==> src/design/tcf_defs.svh <==
// Register offsets, field positions and reset values of the cross-trigger block
`ifndef TCF_DEFS_SVH
`define TCF_DEFS_SVH

// Register byte offsets
`define TCF_OFS_PRESCALE_COUNT_READBACK 16'h1110
`define TCF_OFS_CROSS_TRIGGER_CONTROL   16'h1114
`define TCF_OFS_SOFTWARE_CROSS_TRIGGER  16'h111c
`define TCF_OFS_FAULT_SOURCE_ENABLE     16'h1120
`define TCF_OFS_EVENT_STATUS            16'h1140
`define TCF_OFS_EVENT_MASK              16'h1144
`define TCF_OFS_FAULT_PATH_SELECT       16'h1148

// Cross trigger control fields
`define TCF_XOUT_EN_BIT   0
`define TCF_XIN_EN_BIT    1
`define TCF_XSEL_LSB      16
`define TCF_XSEL_MSB      19
`define TCF_XSEL_MAX      4'hb
`define TCF_SWTRIG_BIT    0

// Fault source fields: clock fault, comparators 0..2, pins 0..2
`define TCF_FS_MSB        6
`define TCF_FS_W          7

// Event status bits
`define TCF_ST_XOUT       0
`define TCF_ST_XIN        1
`define TCF_ST_FAULT      2
`define TCF_ST_MSB        2

// Byte lanes holding fields
`define TCF_LANE_LO       0
`define TCF_LANE_SEL      2

`define TCF_RST_WORD      32'h0000_0000
`define TCF_PSC_ONE       8'h01

`endif

==> src/design/tcf_pkg.sv <==
// Types shared by the cross-trigger and fault select modules
`include "tcf_defs.svh"

package tcf_pkg;

    // State of the top module, apart from the fault synchroniser
    typedef struct packed {
        logic [7:0]             psc;
        logic                   psc_tick;
        logic [3:0]             xsel;
        logic                   xin_en;
        logic                   xout_en;
        logic                   swtrig;
        logic [`TCF_FS_MSB:0]   fs_en;
        logic [`TCF_FS_MSB:0]   fs_async;
        logic [`TCF_ST_MSB:0]   st;
        logic [`TCF_ST_MSB:0]   msk;
        logic                   irq;
        logic                   xtrig_out;
        logic                   ctr_en_set;
        logic                   fault;
        logic                   pready;
        logic                   pslverr;
        logic [31:0]            prdata;
    } tcf_state_t;

    // State of the fault synchroniser
    typedef struct packed {
        logic [`TCF_FS_MSB:0]   s1;
        logic [`TCF_FS_MSB:0]   s2;
    } tcf_sync_t;

endpackage

==> src/design/tcf_fault_if.sv <==
// Interface between the register block and the fault source selector
`timescale 1ns/100ps
`default_nettype none
`include "tcf_defs.svh"

interface tcf_fault_if;
    logic [`TCF_FS_MSB:0] src;
    logic [`TCF_FS_MSB:0] en;
    logic [`TCF_FS_MSB:0] async_sel;
    logic                 hit;

    modport core (output src, output en, output async_sel, input hit);
    modport sel  (input src, input en, input async_sel, output hit);
endinterface

`default_nettype wire

==> src/design/tcf_fault_sel.sv <==
// Fault source path selection, masking and combining
`timescale 1ns/100ps
`default_nettype none
`include "tcf_defs.svh"

module tcf_fault_sel (
    // Clock and reset
    input  wire logic   clk_sys,
    input  wire logic   rst_b,
    // Fault sources and controls
    tcf_fault_if.sel    flt
);
    import tcf_pkg::*;

    tcf_sync_t            s;
    tcf_sync_t            n;
    logic [`TCF_FS_MSB:0] path;
    logic [`TCF_FS_MSB:0] masked;

    always_comb begin
        n    = s;
        n.s1 = flt.src;
        n.s2 = s.s1;
    end

    always_ff @(posedge clk_sys or negedge rst_b) begin
        if (!rst_b) begin
            s <= '0;
        end else begin
            s <= n;
        end
    end

    // Async path trades glitch immunity for the two-cycle synchroniser delay
    genvar i;
    generate
        for (i = 0; i < `TCF_FS_W; i++) begin : g_src
            assign path[i]   = flt.async_sel[i] ? flt.src[i] : s.s2[i]; // see RQ9
            assign masked[i] = path[i] & flt.en[i]; // see RQ10 // see RQ11 // see RQ12
        end
    endgenerate

    assign flt.hit = |masked; // see RQ14
endmodule

`default_nettype wire

==> src/design/tcf_top.sv <==
// Timer prescaler readback, cross-trigger control and fault source select
//
// Added by the designer: the APB register port.
`timescale 1ns/100ps
`default_nettype none
`include "tcf_defs.svh"

// Functional notes
// RQ1: Prescaler down-count is readable live as an 8-bit read-only field.
// RQ2: Four-bit selector picks the input trigger source among twelve events.
// RQ3: Input trigger enable lets the selected event act as cross trigger.
// RQ4: Cross-trigger enable gates every cross-trigger output; zero means none.
// RQ5: Cross-trigger output feeds sibling timers, which take it as a start.
// RQ6: Cross-trigger out equals the hardware and software counter enable conditions.
// RQ7: Writing one to software trigger makes one synced pulse, self included.
// RQ8: Cross-trigger control covers counter enables and shared fault signals; the code shares only counter enables, timer_fault stays local.
// RQ9: Each fault input takes a synchronous or an asynchronous path.
// RQ10: Bits 6, 5, 4 enable external fault pins 2, 1, 0.
// RQ11: Bits 3, 2, 1 enable comparator outputs 2, 1, 0.
// RQ12: Bit 0 enables the system clock fault as a timer fault.
// RQ13: An incoming cross trigger can set the counter enable, besides software.
// RQ14: Timer fault is the OR of all enabled active sources.
// RQ15: All control and fault enable bits reset to zero.

module tcf_top #(
    parameter int NUM_PEERS = 2,
    parameter int AW        = 16
) (
    // Clock and reset
    input  wire logic                 clk_sys,
    input  wire logic                 rst_b,
    // APB slave
    input  wire logic                 psel,
    input  wire logic                 penable,
    input  wire logic                 pwrite,
    input  wire logic [AW-1:0]        paddr,
    input  wire logic [31:0]          pwdata,
    input  wire logic [3:0]           pstrb,
    output logic [31:0]               prdata,
    output logic                      pready,
    output logic                      pslverr,
    // Counter core
    input  wire logic                 ctr_run,
    input  wire logic                 ctr_en_sw_set,
    input  wire logic [7:0]           prescale_div,
    output logic                      prescale_tick,
    output logic                      ctr_en_set,
    // Timer events usable as input trigger
    input  wire logic                 subscriber_port_zero,
    input  wire logic                 subscriber_port_one,
    input  wire logic                 evt_zero,
    input  wire logic                 evt_load,
    input  wire logic [3:0]           compare_down_event,
    input  wire logic [3:0]           compare_up_event,
    // Cross trigger with sibling timers
    input  wire logic [NUM_PEERS-1:0] xtrig_in,
    output logic                      xtrig_out,
    // Fault sources
    input  wire logic [2:0]           ext_fault_pin,
    input  wire logic [2:0]           comparator_output,
    input  wire logic                 clk_fault,
    output logic                      timer_fault,
    // Interrupt
    output logic                      irq
);
    import tcf_pkg::*;

    ////////////////////////////////////////////////////////////////////////////////

    generate
        if (NUM_PEERS < 1) begin : g_chk_peers
            $error("NUM_PEERS must be at least one");
        end
        if (AW < 13) begin : g_chk_aw
            $error("AW too narrow for the register offsets");
        end
    endgenerate

    tcf_state_t            s;
    tcf_state_t            n;
    tcf_fault_if           flt ();

    logic [11:0]           evt_vec;
    logic                  sel_evt;
    logic                  hw_cond;
    logic                  sw_cond;
    logic                  start;
    logic                  setup;
    logic                  wr_acc;
    logic [15:0]           addr;
    logic [`TCF_ST_MSB:0]  ev;
    logic [`TCF_ST_MSB:0]  clr;

    // Offsets are compared on the low 16 address bits
    assign addr = 16'(paddr);

    ////////////////////////////////////////////////////////////////////////////////
    // Trigger source selection

    assign evt_vec = {compare_up_event, compare_down_event, evt_load, evt_zero,
                      subscriber_port_one, subscriber_port_zero};

    // Codes above the last event select nothing
    always_comb begin
        if (s.xsel <= `TCF_XSEL_MAX) begin
            sel_evt = evt_vec[s.xsel]; // see RQ2
        end else begin
            sel_evt = 1'b0;
        end
    end

    assign hw_cond = s.xin_en & sel_evt; // see RQ3
    // Software trigger reaches this timer only when it is cross-trigger enabled
    assign sw_cond = ctr_en_sw_set | (s.swtrig & s.xout_en); // see RQ7
    // Peer triggers start this timer but are not echoed, avoiding a ring
    assign start   = hw_cond | sw_cond | (|xtrig_in); // see RQ5 // see RQ13

    ////////////////////////////////////////////////////////////////////////////////
    // Fault source selector

    assign flt.src       = {ext_fault_pin, comparator_output, clk_fault};
    assign flt.en        = s.fs_en;
    assign flt.async_sel = s.fs_async;

    tcf_fault_sel u_fault_sel (
        .clk_sys (clk_sys),
        .rst_b   (rst_b),
        .flt     (flt.sel)
    );

    ////////////////////////////////////////////////////////////////////////////////
    // Next state

    assign setup  = psel & ~penable;
    assign wr_acc = psel & penable & pwrite & s.pready;

    always_comb begin
        n            = s;
        n.swtrig     = 1'b0;
        n.pready     = 1'b0;
        n.pslverr    = 1'b0;
        clr          = '0;

        // Prescaler down-count, reloaded while the counter is stopped
        if (!ctr_run) begin
            n.psc      = prescale_div;
            n.psc_tick = 1'b0;
        end else if (s.psc == 8'h00) begin
            n.psc      = prescale_div;
            n.psc_tick = 1'b1;
        end else begin
            n.psc      = s.psc - `TCF_PSC_ONE;
            n.psc_tick = 1'b0;
        end

        // Cross trigger and counter enable requests
        n.xtrig_out  = s.xout_en & (hw_cond | sw_cond); // see RQ4 // see RQ6
        n.ctr_en_set = start; // see RQ13
        n.fault      = flt.hit; // see RQ8 // see RQ14

        // Register read in the setup phase; answer stands in the access phase
        if (setup) begin
            n.pready = 1'b1;
            n.prdata = `TCF_RST_WORD;
            if (addr == `TCF_OFS_PRESCALE_COUNT_READBACK) begin
                n.prdata[7:0] = s.psc; // see RQ1
            end else if (addr == `TCF_OFS_CROSS_TRIGGER_CONTROL) begin
                n.prdata[`TCF_XSEL_MSB:`TCF_XSEL_LSB] = s.xsel;
                n.prdata[`TCF_XIN_EN_BIT]             = s.xin_en;
                n.prdata[`TCF_XOUT_EN_BIT]            = s.xout_en;
            end else if (addr == `TCF_OFS_SOFTWARE_CROSS_TRIGGER) begin
                n.prdata = `TCF_RST_WORD;
            end else if (addr == `TCF_OFS_FAULT_SOURCE_ENABLE) begin
                n.prdata[`TCF_FS_MSB:0] = s.fs_en;
            end else if (addr == `TCF_OFS_EVENT_STATUS) begin
                n.prdata[`TCF_ST_MSB:0] = s.st;
            end else if (addr == `TCF_OFS_EVENT_MASK) begin
                n.prdata[`TCF_ST_MSB:0] = s.msk;
            end else if (addr == `TCF_OFS_FAULT_PATH_SELECT) begin
                n.prdata[`TCF_FS_MSB:0] = s.fs_async;
            end else begin
                n.pslverr = 1'b1;
            end
        end

        // Writes take effect at the access-phase edge
        if (wr_acc) begin
            if (addr == `TCF_OFS_CROSS_TRIGGER_CONTROL) begin
                if (pstrb[`TCF_LANE_SEL]) begin
                    n.xsel = pwdata[`TCF_XSEL_MSB:`TCF_XSEL_LSB]; // see RQ2
                end
                if (pstrb[`TCF_LANE_LO]) begin
                    n.xin_en  = pwdata[`TCF_XIN_EN_BIT]; // see RQ3
                    n.xout_en = pwdata[`TCF_XOUT_EN_BIT]; // see RQ4
                end
            end else if (addr == `TCF_OFS_SOFTWARE_CROSS_TRIGGER) begin
                if (pstrb[`TCF_LANE_LO]) begin
                    n.swtrig = pwdata[`TCF_SWTRIG_BIT]; // see RQ7
                end
            end else if (addr == `TCF_OFS_FAULT_SOURCE_ENABLE) begin
                if (pstrb[`TCF_LANE_LO]) begin
                    n.fs_en = pwdata[`TCF_FS_MSB:0]; // see RQ10 // see RQ11 // see RQ12
                end
            end else if (addr == `TCF_OFS_EVENT_STATUS) begin
                if (pstrb[`TCF_LANE_LO]) begin
                    clr = pwdata[`TCF_ST_MSB:0];
                end
            end else if (addr == `TCF_OFS_EVENT_MASK) begin
                if (pstrb[`TCF_LANE_LO]) begin
                    n.msk = pwdata[`TCF_ST_MSB:0];
                end
            end else if (addr == `TCF_OFS_FAULT_PATH_SELECT) begin
                if (pstrb[`TCF_LANE_LO]) begin
                    n.fs_async = pwdata[`TCF_FS_MSB:0]; // see RQ9
                end
            end
        end

        // Sticky events; a set in the clearing cycle survives
        ev                = '0;
        ev[`TCF_ST_XOUT]  = n.xtrig_out;
        ev[`TCF_ST_XIN]   = |xtrig_in;
        ev[`TCF_ST_FAULT] = flt.hit & ~s.fault;
        n.st              = (s.st & ~clr) | ev;
        n.irq             = |(n.st & n.msk);
    end

    ////////////////////////////////////////////////////////////////////////////////
    // State register

    always_ff @(posedge clk_sys or negedge rst_b) begin
        if (!rst_b) begin
            s <= '0; // see RQ15
        end else begin
            s <= n;
        end
    end

    ////////////////////////////////////////////////////////////////////////////////
    // Outputs

    assign prdata        = s.prdata;
    assign pready        = s.pready;
    assign pslverr       = s.pslverr;
    assign prescale_tick = s.psc_tick;
    assign ctr_en_set    = s.ctr_en_set;
    assign xtrig_out     = s.xtrig_out;
    assign timer_fault   = s.fault;
    assign irq           = s.irq;

endmodule

`default_nettype wire

==> config.mk <==
export PLATFORM = sky130hd
export DESIGN_NAME = tcf_top
export DESIGN_NICKNAME = d
export VERILOG_FILES = /design/src/design/tcf_pkg.sv /design/src/design/tcf_fault_if.sv /design/src/design/tcf_fault_sel.sv /design/src/design/tcf_top.sv
export VERILOG_INCLUDE_DIRS = /design/src /design/src/design
export SDC_FILE = /design/constraint.sdc
export NUM_CORES = 1
export LEC_CHECK = 0
export ABC_AREA = 0
export BUFFER_PORTS_ARGS = -buffer_cell sky130_fd_sc_hd__clkbuf_2
export CORE_MARGIN = 3
export CORE_UTILIZATION = 40
export DETAILED_ROUTE_END_ITERATION = 12
export GPL_ROUTABILITY_DRIVEN = 0
export PLACE_DENSITY = 0.75
export SLEW_MARGIN = 20
export SYNTH_ARGS = -nofsm -noshare
export SYNTH_HDL_FRONTEND = slang
export SYNTH_SLANG_ARGS = --single-unit
==> constraint.sdc <==
create_clock -name clk_sys -period 2.75 [get_ports clk_sys]
set_clock_uncertainty 0.2 [all_clocks]
set_input_delay 0.4125 -clock clk_sys [delete_from_list [all_inputs] [get_ports clk_sys]]
set_output_delay 0.4125 -clock clk_sys [all_outputs]
set_load 0.01 [all_outputs]
==> results of run 1 <==
## worst reg2reg max path: stages (launching register included)
cell and delay (ns):
dfrtp_1 0.47, mux4_2 0.36, nor2_1 0.04, o41ai_1 0.75, a211oi_1 0.23, o221ai_1 0.22
## power breakdown
part / internal (uW) / switching, uW / leakage (uW)
sequential: 1030 / 27.5 / 0.000873
clock: 512 / 383 / 0.000111
combinational: 91.8 / 113 / 0.00103
## registers in the layout (all words and copies together), names as in the netlist, 7 cells and up
register       count
s                 21
prdata            12
flt.async_sel      7
flt.en             7
u_fault_sel.n      7
u_fault_sel.s      7
## kinds of logic (layout without fill, tap and decap cells)
kind of cell             Yosys count  after routing
AND/OR/NAND/NOR                   88             88
flip-flops                        68             68
buffers and inverters             57            136
AO/OA/AOI/OAI                     48             48
multiplexers                      35             35
XOR/XNOR                           6              6
adder cells (fa/ha/maj)            2              2
other                              1             20
## placed cells by master, fill, tap and decap left out, types with 6 or more instances in the layout
cell type and n:
clkbuf_2 82, dfrtp_1 68, nand2_1 32, mux2_2 22
o21ai_0 20, conb_1 20, inv_1 16, buf_4 11
nor2_1 9, clkbuf_8 9, dlygate4sd3_1 8, mux2i_1 7
a222oi_1 6
## layer usage
| layer | up-vias | part of all wire | global-route usage |
|---|---|---|---|
| met4 | 0 | 0.014 | 0.0557 |
| li1 | 1218 | - | - |
| met5 | - | 0 | 0 |
| met2 | 87 | 0.46 | 0.253 |
| met3 | 11 | 0.077 | 0.0593 |
| met1 | 1229 | 0.45 | 0.214 |
## layout make-up
class / count / share of cell area
clock buffers: 10 / 0.0307
clock inverters: 6 / 0.0211
inverters: 16 / 0.0145
multi-input cells: 199 / 0.344
flip-flops and latches: 68 / 0.410
well taps: 105 / 0.0316
repair buffers: 104 / 0.149
## through the flow
step	cells	utilization
after CTS	508	0.503
after global placement	484	0.467
final	508	0.503
after detailed placement	484	0.467
after global routing	508	0.503
after floorplan	324	-
## final timing paths
path / endpoint / slack (ns) / cells past startpoint
setup / recovery: irq / 0.39 / 5
hold / removal: prescale_tick / 0.06 / 3
setup reg to reg: irq / 0.39 / 5
hold reg to reg: u_fault_sel.s[2] / 0.15 / 0
max in group asynchronous: irq / 1.33 / 3
min in group asynchronous: prdata[3] / 0.38 / 2
==> results.tsv, run 1 <==
metric	value	unit
status	complete, no violations	
critPathTopFamily	compound AO/OA/AOI/OAI gates	
dr.first_iter.drc_count	147	
synth_flop_cell	dfrtp_1	
rsz0062_at_grt	false	
synth_area	3400	um2
crit_start	s[62]	
crit_buf_inv	0	
finalMaxSlewViolations	0	
antenna_found_initial	0	
yosysUniqueCellTypes	57	
io_pins	127	
hold_ws	0.0566	ns
drive_gt1_frac	0.372	
worstReg2RegStart	s[62]	
seq_area_frac_synth	0.500	
synthAdderAreaFrac	0.00736	
fmax	424	MHz
end_kind	flop	
synth_edf_count	0	
ir_drop	0.222	mV
cts.sinks	68	
tns	0	ns
worstSetupPathType	flop to flop	
syn_to_final_growth	22.1	%
area.sequential	1700	um2
synthMuxAreaShare	0.120	
cts_tree	done	
synth_compound_area_frac	0.0986	
synth_top_cell_by_area	dfrtp_1	
syn_inst	305	
slew-limit-headroom	0.477	
synth_top_family_by_area	simple AND/OR/NAND/NOR gates	
finalSetupViolations	0	
slowest_stage	o41ai_1	
drv_cap	0	
grt_use_total	0.164	
overflow	0	
ys.warnings.count	0	
grt_pass1_wl	12.5	mm
synthSimpleGateAreaFrac	0.157	
power	2160	uW
layout_min_cycle_time	2.36	ns
synth_area_per_cell	11.2	um2
io_buffers	83	
cts-root-buf	clkbuf_8	
cpPeakStageDelay	0.75	ns
postCtsSetupBuffers	0	
vias	2545	
pre_cts_ws	0.0576	ns
hold_path.startpoint	ctr_run	
min_path_type	input port to flop	
die_w	98.2	um
crit_fanout	6	
clkTransAtPathRegs	0.08	ns
nets	488	
yosys-top-cells-area	dfrtp_1 (50%), mux2_2 (7.3%), buf_4 (7.1%)	
cts_resized	0	
ys_ff_latch	68	
numCtsBuffers	9	
stdcell_area	4160	um2
arrival	2.42	ns
num_antenna_cells	0	
multiInputGateArea	1430	um2
tightest_slew	0.775	ns
cts_hold_buf	8	
finalCritPeriodShare	0.858	
leakage	0.00202	uW
hold_viol	0	
power_density	519	nW/um2
remaining_drc_errors	0	
synth_xor_area_frac	0.0154	
drtPass1Iterations	5	
drt-total-wl	7.51	mm
initial_core_util	0.412	
die-area	9650	um2
insertion_delay	0.35	ns
cp-start-kind	flop	
fillers	771	
crit_chain	mux4_2, nor2_1, o41ai_1, a211oi_1, o221ai_1	
grt_pass1_vias	2545	
synth_top_cell_area_share	0.500	
worst_ep_required_time	2.81	ns
vias_per_cell	5.01	
synthTopCellsByCount	dfrtp_1 (68), buf_4 (32), nand2_1 (32)	
synth_most_common_cell	dfrtp_1	
dp_hpwl	5.89	mm
setup_slack	0.391	ns
placed_area	3860	um2
ctsHtreeMaxLevel	3	
ant_nets	0	
cts_buffer_depth	2	
coreArea	8260	um2
die-height	98.2	um
rows	33	
async_flop_share	1.00	
grt_max_degree	45	
wl_per_cell	14.8	um
(Power assumes the default switching activity.)
==> run 2, diff against run 1 <==
--- a/config.mk
+++ b/config.mk
@@ -7,7 +7,7 @@
 export NUM_CORES = 1
 export LEC_CHECK = 0
 export ABC_AREA = 0
-export BUFFER_PORTS_ARGS = -buffer_cell sky130_fd_sc_hd__clkbuf_2
+export BUFFER_PORTS_ARGS = -buffer_cell sky130_fd_sc_hd__buf_4
 export CORE_MARGIN = 3
 export CORE_UTILIZATION = 40
 export DETAILED_ROUTE_END_ITERATION = 12
==> results.tsv, run 2 (synthesized netlist as in run 1, its figures left out) <==
metric	value	unit	change
status	complete, no violations		unchanged
drtPass1Iterations	7		was 5
io_buffers	83		unchanged
fmax	427	MHz	was 424 MHz
num_antenna_cells	0		unchanged
dr.first_iter.drc_count	132		was 147
die-area	9650	um2	unchanged
fillers	749		was 771
drv_cap	0		unchanged
hold_ws	0.0676	ns	was 0.0566 ns
crit_chain	buf_4, or4b_4, or3_4, or3_4, nor2_4, mux2_1		was mux4_2, nor2_1, o41ai_1, a211oi_1, o221ai_1
cts_resized	0		unchanged
vias_per_cell	5.01		about the same
drt-total-wl	7.72	mm	was 7.51 mm
leakage	0.00208	uW	was 0.00202 uW
ant_nets	0		unchanged
finalCritPeriodShare	0.852		was 0.858
worst_ep_required_time	2.78	ns	was 2.81 ns
slew-limit-headroom	0.431		was 0.477
drive_gt1_frac	0.373		was 0.372
power_density	543	nW/um2	was 519 nW/um2
die-height	98.2	um	unchanged
antenna_found_initial	0		unchanged
largest_reg_flops	21		unchanged
numCtsBuffers	9		unchanged
reg2reg_slack	0.45	ns	was 0.39 ns
hold_viol	0		unchanged
insertion_delay	0.35	ns	about the same
grt_use_total	0.170		was 0.164
cts-root-buf	clkbuf_8		unchanged
cts_tree	done		unchanged
arrival	2.37	ns	was 2.42 ns
grt_pass1_vias	2631		was 2545
syn_to_final_growth	29.3	%	was 22.1%
nets	487		was 488
coreArea	8260	um2	unchanged
layout_common_cells	buf_4 (94), dfrtp_1 (68), nand2_1 (32), mux2_2 (22)		was clkbuf_2 (82), dfrtp_1 (68), nand2_1 (32), mux2_2 (22)
worstSetupPathType	input port to flop		was flop to flop
initial_core_util	0.412		unchanged
tns	0	ns	unchanged
finalSetupViolations	0		unchanged
cp-start-kind	input port		was flop
vias	2541		was 2545
crit_buf_inv	1		was 0
overflow	0		unchanged
crit_top_cell	or3_4		
min_path_type	input port to flop		unchanged
cts_buffer_depth	2		unchanged
io_pins	127		unchanged
remaining_drc_errors	0		unchanged
critPathTopFamily	simple AND/OR/NAND/NOR gates		was compound AO/OA/AOI/OAI gates
dp_hpwl	5.91	mm	was 5.89 mm
die_w	98.2	um	unchanged
end_kind	flop		unchanged
finalMaxSlewViolations	0		unchanged
postCtsSetupBuffers	0		unchanged
layout_min_cycle_time	2.34	ns	was 2.36 ns
grt_max_degree	69		was 45
grt_pass1_wl	13.0	mm	was 12.5 mm
ir_drop	0.229	mV	was 0.222 mV
rows	33		unchanged
rsz0062_at_grt	false		unchanged
min_path_cells	3		unchanged
slowest_stage	or4b_4		was o41ai_1
tightest_slew	0.854	ns	was 0.775 ns
clkTransAtPathRegs	0.08	ns	about the same
cts_hold_buf	8		unchanged
ctsHtreeMaxLevel	3		unchanged
crit_fanout	4		was 6
cts.sinks	68		unchanged
cp.depth	6		was 5
top_register	s		unchanged
cpPeakStageDelay	0.53	ns	was 0.75 ns
wl_per_cell	15.2	um	was 14.8 um
reg2reg_depth	5		unchanged
layout_commonest_cell	buf_4		was clkbuf_2
[run 2: cell count changes in the layout (fill, tap and decap cells not counted), sizes merged]
cell	before	now
buf	14	95
bufinv	2	4
clkbuf	92	10
clkinv	3	0
clkinvlp	0	2
inv	17	16
[run 2: worst reg2reg max path, stage by stage (launching register included)]
cell,delay (ns)
dfrtp_1,0.49
mux4_2,0.37
nor2_1,0.04
o41ai_1,0.68
a211oi_1,0.23
o221ai_1,0.21
[run 2: cell type report]
class,instances,area (um2),area share
sequential,68,1700,0.387
multi-input combinational,199,1430,0.325
clock inverter,6,135,0.0307
clock buffer,10,138,0.0313
inverter,16,60.1,0.0136
tap,105,131,0.0299
timing repair buffer,103,806,0.183
[run 2: final timing paths]
check | startpoint | endpoint
max | paddr[11] | s[61]
min | prescale_div[0] | s[66]
max reg2reg | s[62] | irq
min reg2reg | u_fault_sel.n[4] | u_fault_sel.s[4]
max in group asynchronous | rst_b | u_fault_sel.n[4]
min in group asynchronous | rst_b | prescale_tick
[run 2: layer usage]
| layer | wire length (um) | part of all wire | track usage |
|---|---|---|---|
| met4 | 74 | 0.0096 | 0.0441 |
| met1 | 3380 | 0.44 | 0.225 |
| met2 | 3730 | 0.48 | 0.270 |
| met5 | 0 | 0 | 0 |
| met3 | 535 | 0.069 | 0.0557 |
[run 2: report_power, final]
group          total, uW  internal [uW]  switching [uW]
combinational        227            115             112
sequential          1060           1030            27.6
clock               1100            719             385
[run 2: stage by stage]
| step | utilization | setup slack [ns] | std cells | power (uW) | cell area, um2 |
|---|---|---|---|---|---|
| after floorplan | - | 0.185 | 324 | 1190 | 3470 |
| after global placement | 0.490 | 0.0744 | 483 | 1290 | 4050 |
| after detailed placement | 0.490 | 0.0357 | 483 | 1300 | 4050 |
| after CTS | 0.533 | 0.407 | 507 | 2410 | 4400 |
| after global routing | 0.533 | 0.243 | 507 | 2490 | 4400 |
| final | 0.533 | 0.408 | 507 | 2390 | 4400 |
==> run 3, diff against run 2 <==
--- a/config.mk
+++ b/config.mk
@@ -8,11 +8,13 @@
 export LEC_CHECK = 0
 export ABC_AREA = 0
 export BUFFER_PORTS_ARGS = -buffer_cell sky130_fd_sc_hd__buf_4
+export CAP_MARGIN = 10
 export CORE_MARGIN = 3
-export CORE_UTILIZATION = 40
+export CORE_UTILIZATION = 49
+export CTS_CLUSTER_DIAMETER = 100
 export DETAILED_ROUTE_END_ITERATION = 12
 export GPL_ROUTABILITY_DRIVEN = 0
-export PLACE_DENSITY = 0.75
+export PLACE_DENSITY = 0.88
 export SLEW_MARGIN = 20
 export SYNTH_ARGS = -nofsm -noshare
 export SYNTH_HDL_FRONTEND = slang
==> results.tsv, run 3 (synthesized netlist as in run 1, its figures left out) <==
metric	value	unit	change
status	complete, no violations		unchanged
coreArea	6530	um2	was 8260 um2
crit_buf_inv	1		unchanged
post-route-util	0.657		was 0.533
io_pins	127		unchanged
numCtsBuffers	9		unchanged
layout_common_cells	buf_4 (92), dfrtp_1 (68), nand2_1 (32), mux2_2 (22)		was buf_4 (94), dfrtp_1 (68), nand2_1 (32), mux2_2 (22)
cts-root-buf	clkbuf_8		unchanged
ir_drop	0.281	mV	was 0.229 mV
drv_cap	0		unchanged
min_path_cells	3		unchanged
remaining_drc_errors	0		unchanged
rows	29		was 33
syn_to_final_growth	26.1	%	was 29.3%
dp_hpwl	5.81	mm	was 5.91 mm
io_buffers	83		unchanged
drt-total-wl	7.64	mm	was 7.72 mm
vias	2599		was 2541
layout_commonest_cell	buf_4		unchanged
dp_cells	453		was 483
critPathTopFamily	simple AND/OR/NAND/NOR gates		unchanged
slew-limit-headroom	0.437		was 0.431
initial_core_util	0.521		was 0.412
worst_ep_required_time	2.77	ns	was 2.78 ns
die-height	89.3	um	was 98.2 um
dr.first_iter.drc_count	183		was 132
insertion_delay	0.34	ns	was 0.35 ns
fin_cells	476		was 507
wl_per_cell	16.1	um	was 15.2 um
top_register	s		unchanged
vias_per_cell	5.46		was 5.01
ctsHtreeMaxLevel	3		unchanged
largest_reg_flops	21		unchanged
cts_buffer_depth	2		unchanged
ant_nets	0		unchanged
postCtsSetupBuffers	0		unchanged
end_kind	flop		unchanged
hold_viol	0		unchanged
crit_chain	buf_4, or4b_4, or3_4, or3_4, nor2_4, mux2_1		unchanged
grt_use_total	0.201		was 0.170
reg2reg_depth	5		unchanged
cts.sinks	68		unchanged
drtPass1Iterations	7		unchanged
die-area	7980	um2	was 9650 um2
setup_slack	0.388	ns	was 0.408 ns
power	2170	uW	was 2390 uW
leakage	0.00204	uW	was 0.00208 uW
finalMaxSlewViolations	0		unchanged
min_path_type	input port to flop		unchanged
fmax	423	MHz	was 427 MHz
cts_tree	done		unchanged
grt_pass1_vias	2509		was 2631
crit_fanout	4		unchanged
clkTransAtPathRegs	0.07	ns	was 0.08 ns
cpPeakStageDelay	0.53	ns	about the same
cp-start-kind	input port		unchanged
arrival	2.38	ns	was 2.37 ns
antenna_found_initial	0		unchanged
die_w	89.3	um	was 98.2 um
nets	485		was 487
grt_max_degree	69		unchanged
tightest_slew	0.845	ns	was 0.854 ns
worstSetupPathType	input port to flop		unchanged
grt_pass1_wl	12.0	mm	was 13.0 mm
layout_min_cycle_time	2.36	ns	was 2.34 ns
crit_top_cell	or3_4		unchanged
tns	0	ns	unchanged
pre_cts_ws	0.0364	ns	was 0.0357 ns
slowest_stage	or4b_4		unchanged
power_density	505	nW/um2	was 543 nW/um2
finalSetupViolations	0		unchanged
rsz0062_at_grt	false		unchanged
drive_gt1_frac	0.368		was 0.373
finalCritPeriodShare	0.859		was 0.852
num_antenna_cells	0		unchanged
cp.depth	6		unchanged
overflow	0		unchanged
==> run 3: timing repair <==
item	CTS	global route
gates resized for setup	0	0
hold buffers	8	0
hold endpoints to repair	29	0
==> run 3: routing by layer <==
| metal | part of all wire | GRT usage | vias to the layer above |
|---|---|---|---|
| li1 | - | - | 1217 |
| met1 | 0.42 | 0.268 | 1258 |
| met2 | 0.49 | 0.317 | 110 |
| met3 | 0.067 | 0.0387 | 14 |
| met4 | 0.017 | 0.0974 | 0 |
| met5 | 0 | 0 | - |
==> run 3: power breakdown <==
part           internal [uW]  switching [uW]
sequential              1030            29.1
clock                    506             370
combinational            115             114
==> run 3: metrics by stage <==
step | cell area (um2) | hold WS [ns]
6_report | 4290 | 0.0816
5_1_grt | 4290 | 0.0748
4_1_cts | 4290 | 0.0611
3_5_place_dp | 4000 | 0.137
3_3_place_gp | 4000 | 0.132
2_1_floorplan | 3470 | -0.0831
==> run 3: worst paths after layout <==
check | start | to | slack (ns)
worst max-delay path | paddr[11] | s[64] | 0.39
min in group asynchronous | rst_b | u_fault_sel.n[6] | 0.50
worst min-delay path | prescale_div[7] | s[73] | 0.08
worst max register to register | s[62] | irq | 0.43
worst min register to register | u_fault_sel.n[2] | u_fault_sel.s[2] | 0.15
max in group asynchronous | rst_b | ctr_en_set | 1.28
==> run 3: area by class of cell <==
cell class,instances,area (um2)
Timing Repair Buffer,101,791
Clock inverter,6,88.8
Inverter,16,60.1
Clock buffer,9,124
Sequential cell,68,1700
Tap cell,77,96.3
Multi-Input combinational cell,199,1430
Fill cell,522,2240
==> run 3: worst min-delay path: cells and delay by family <==
| family | cells | cell delay (ns) |
|---|---|---|
| AOI/OAI and AO/OA | 1 | 0.06 |
| buffers and inverters | 1 | 0.08 |
| and+or+nand+nor | 1 | 0.03 |
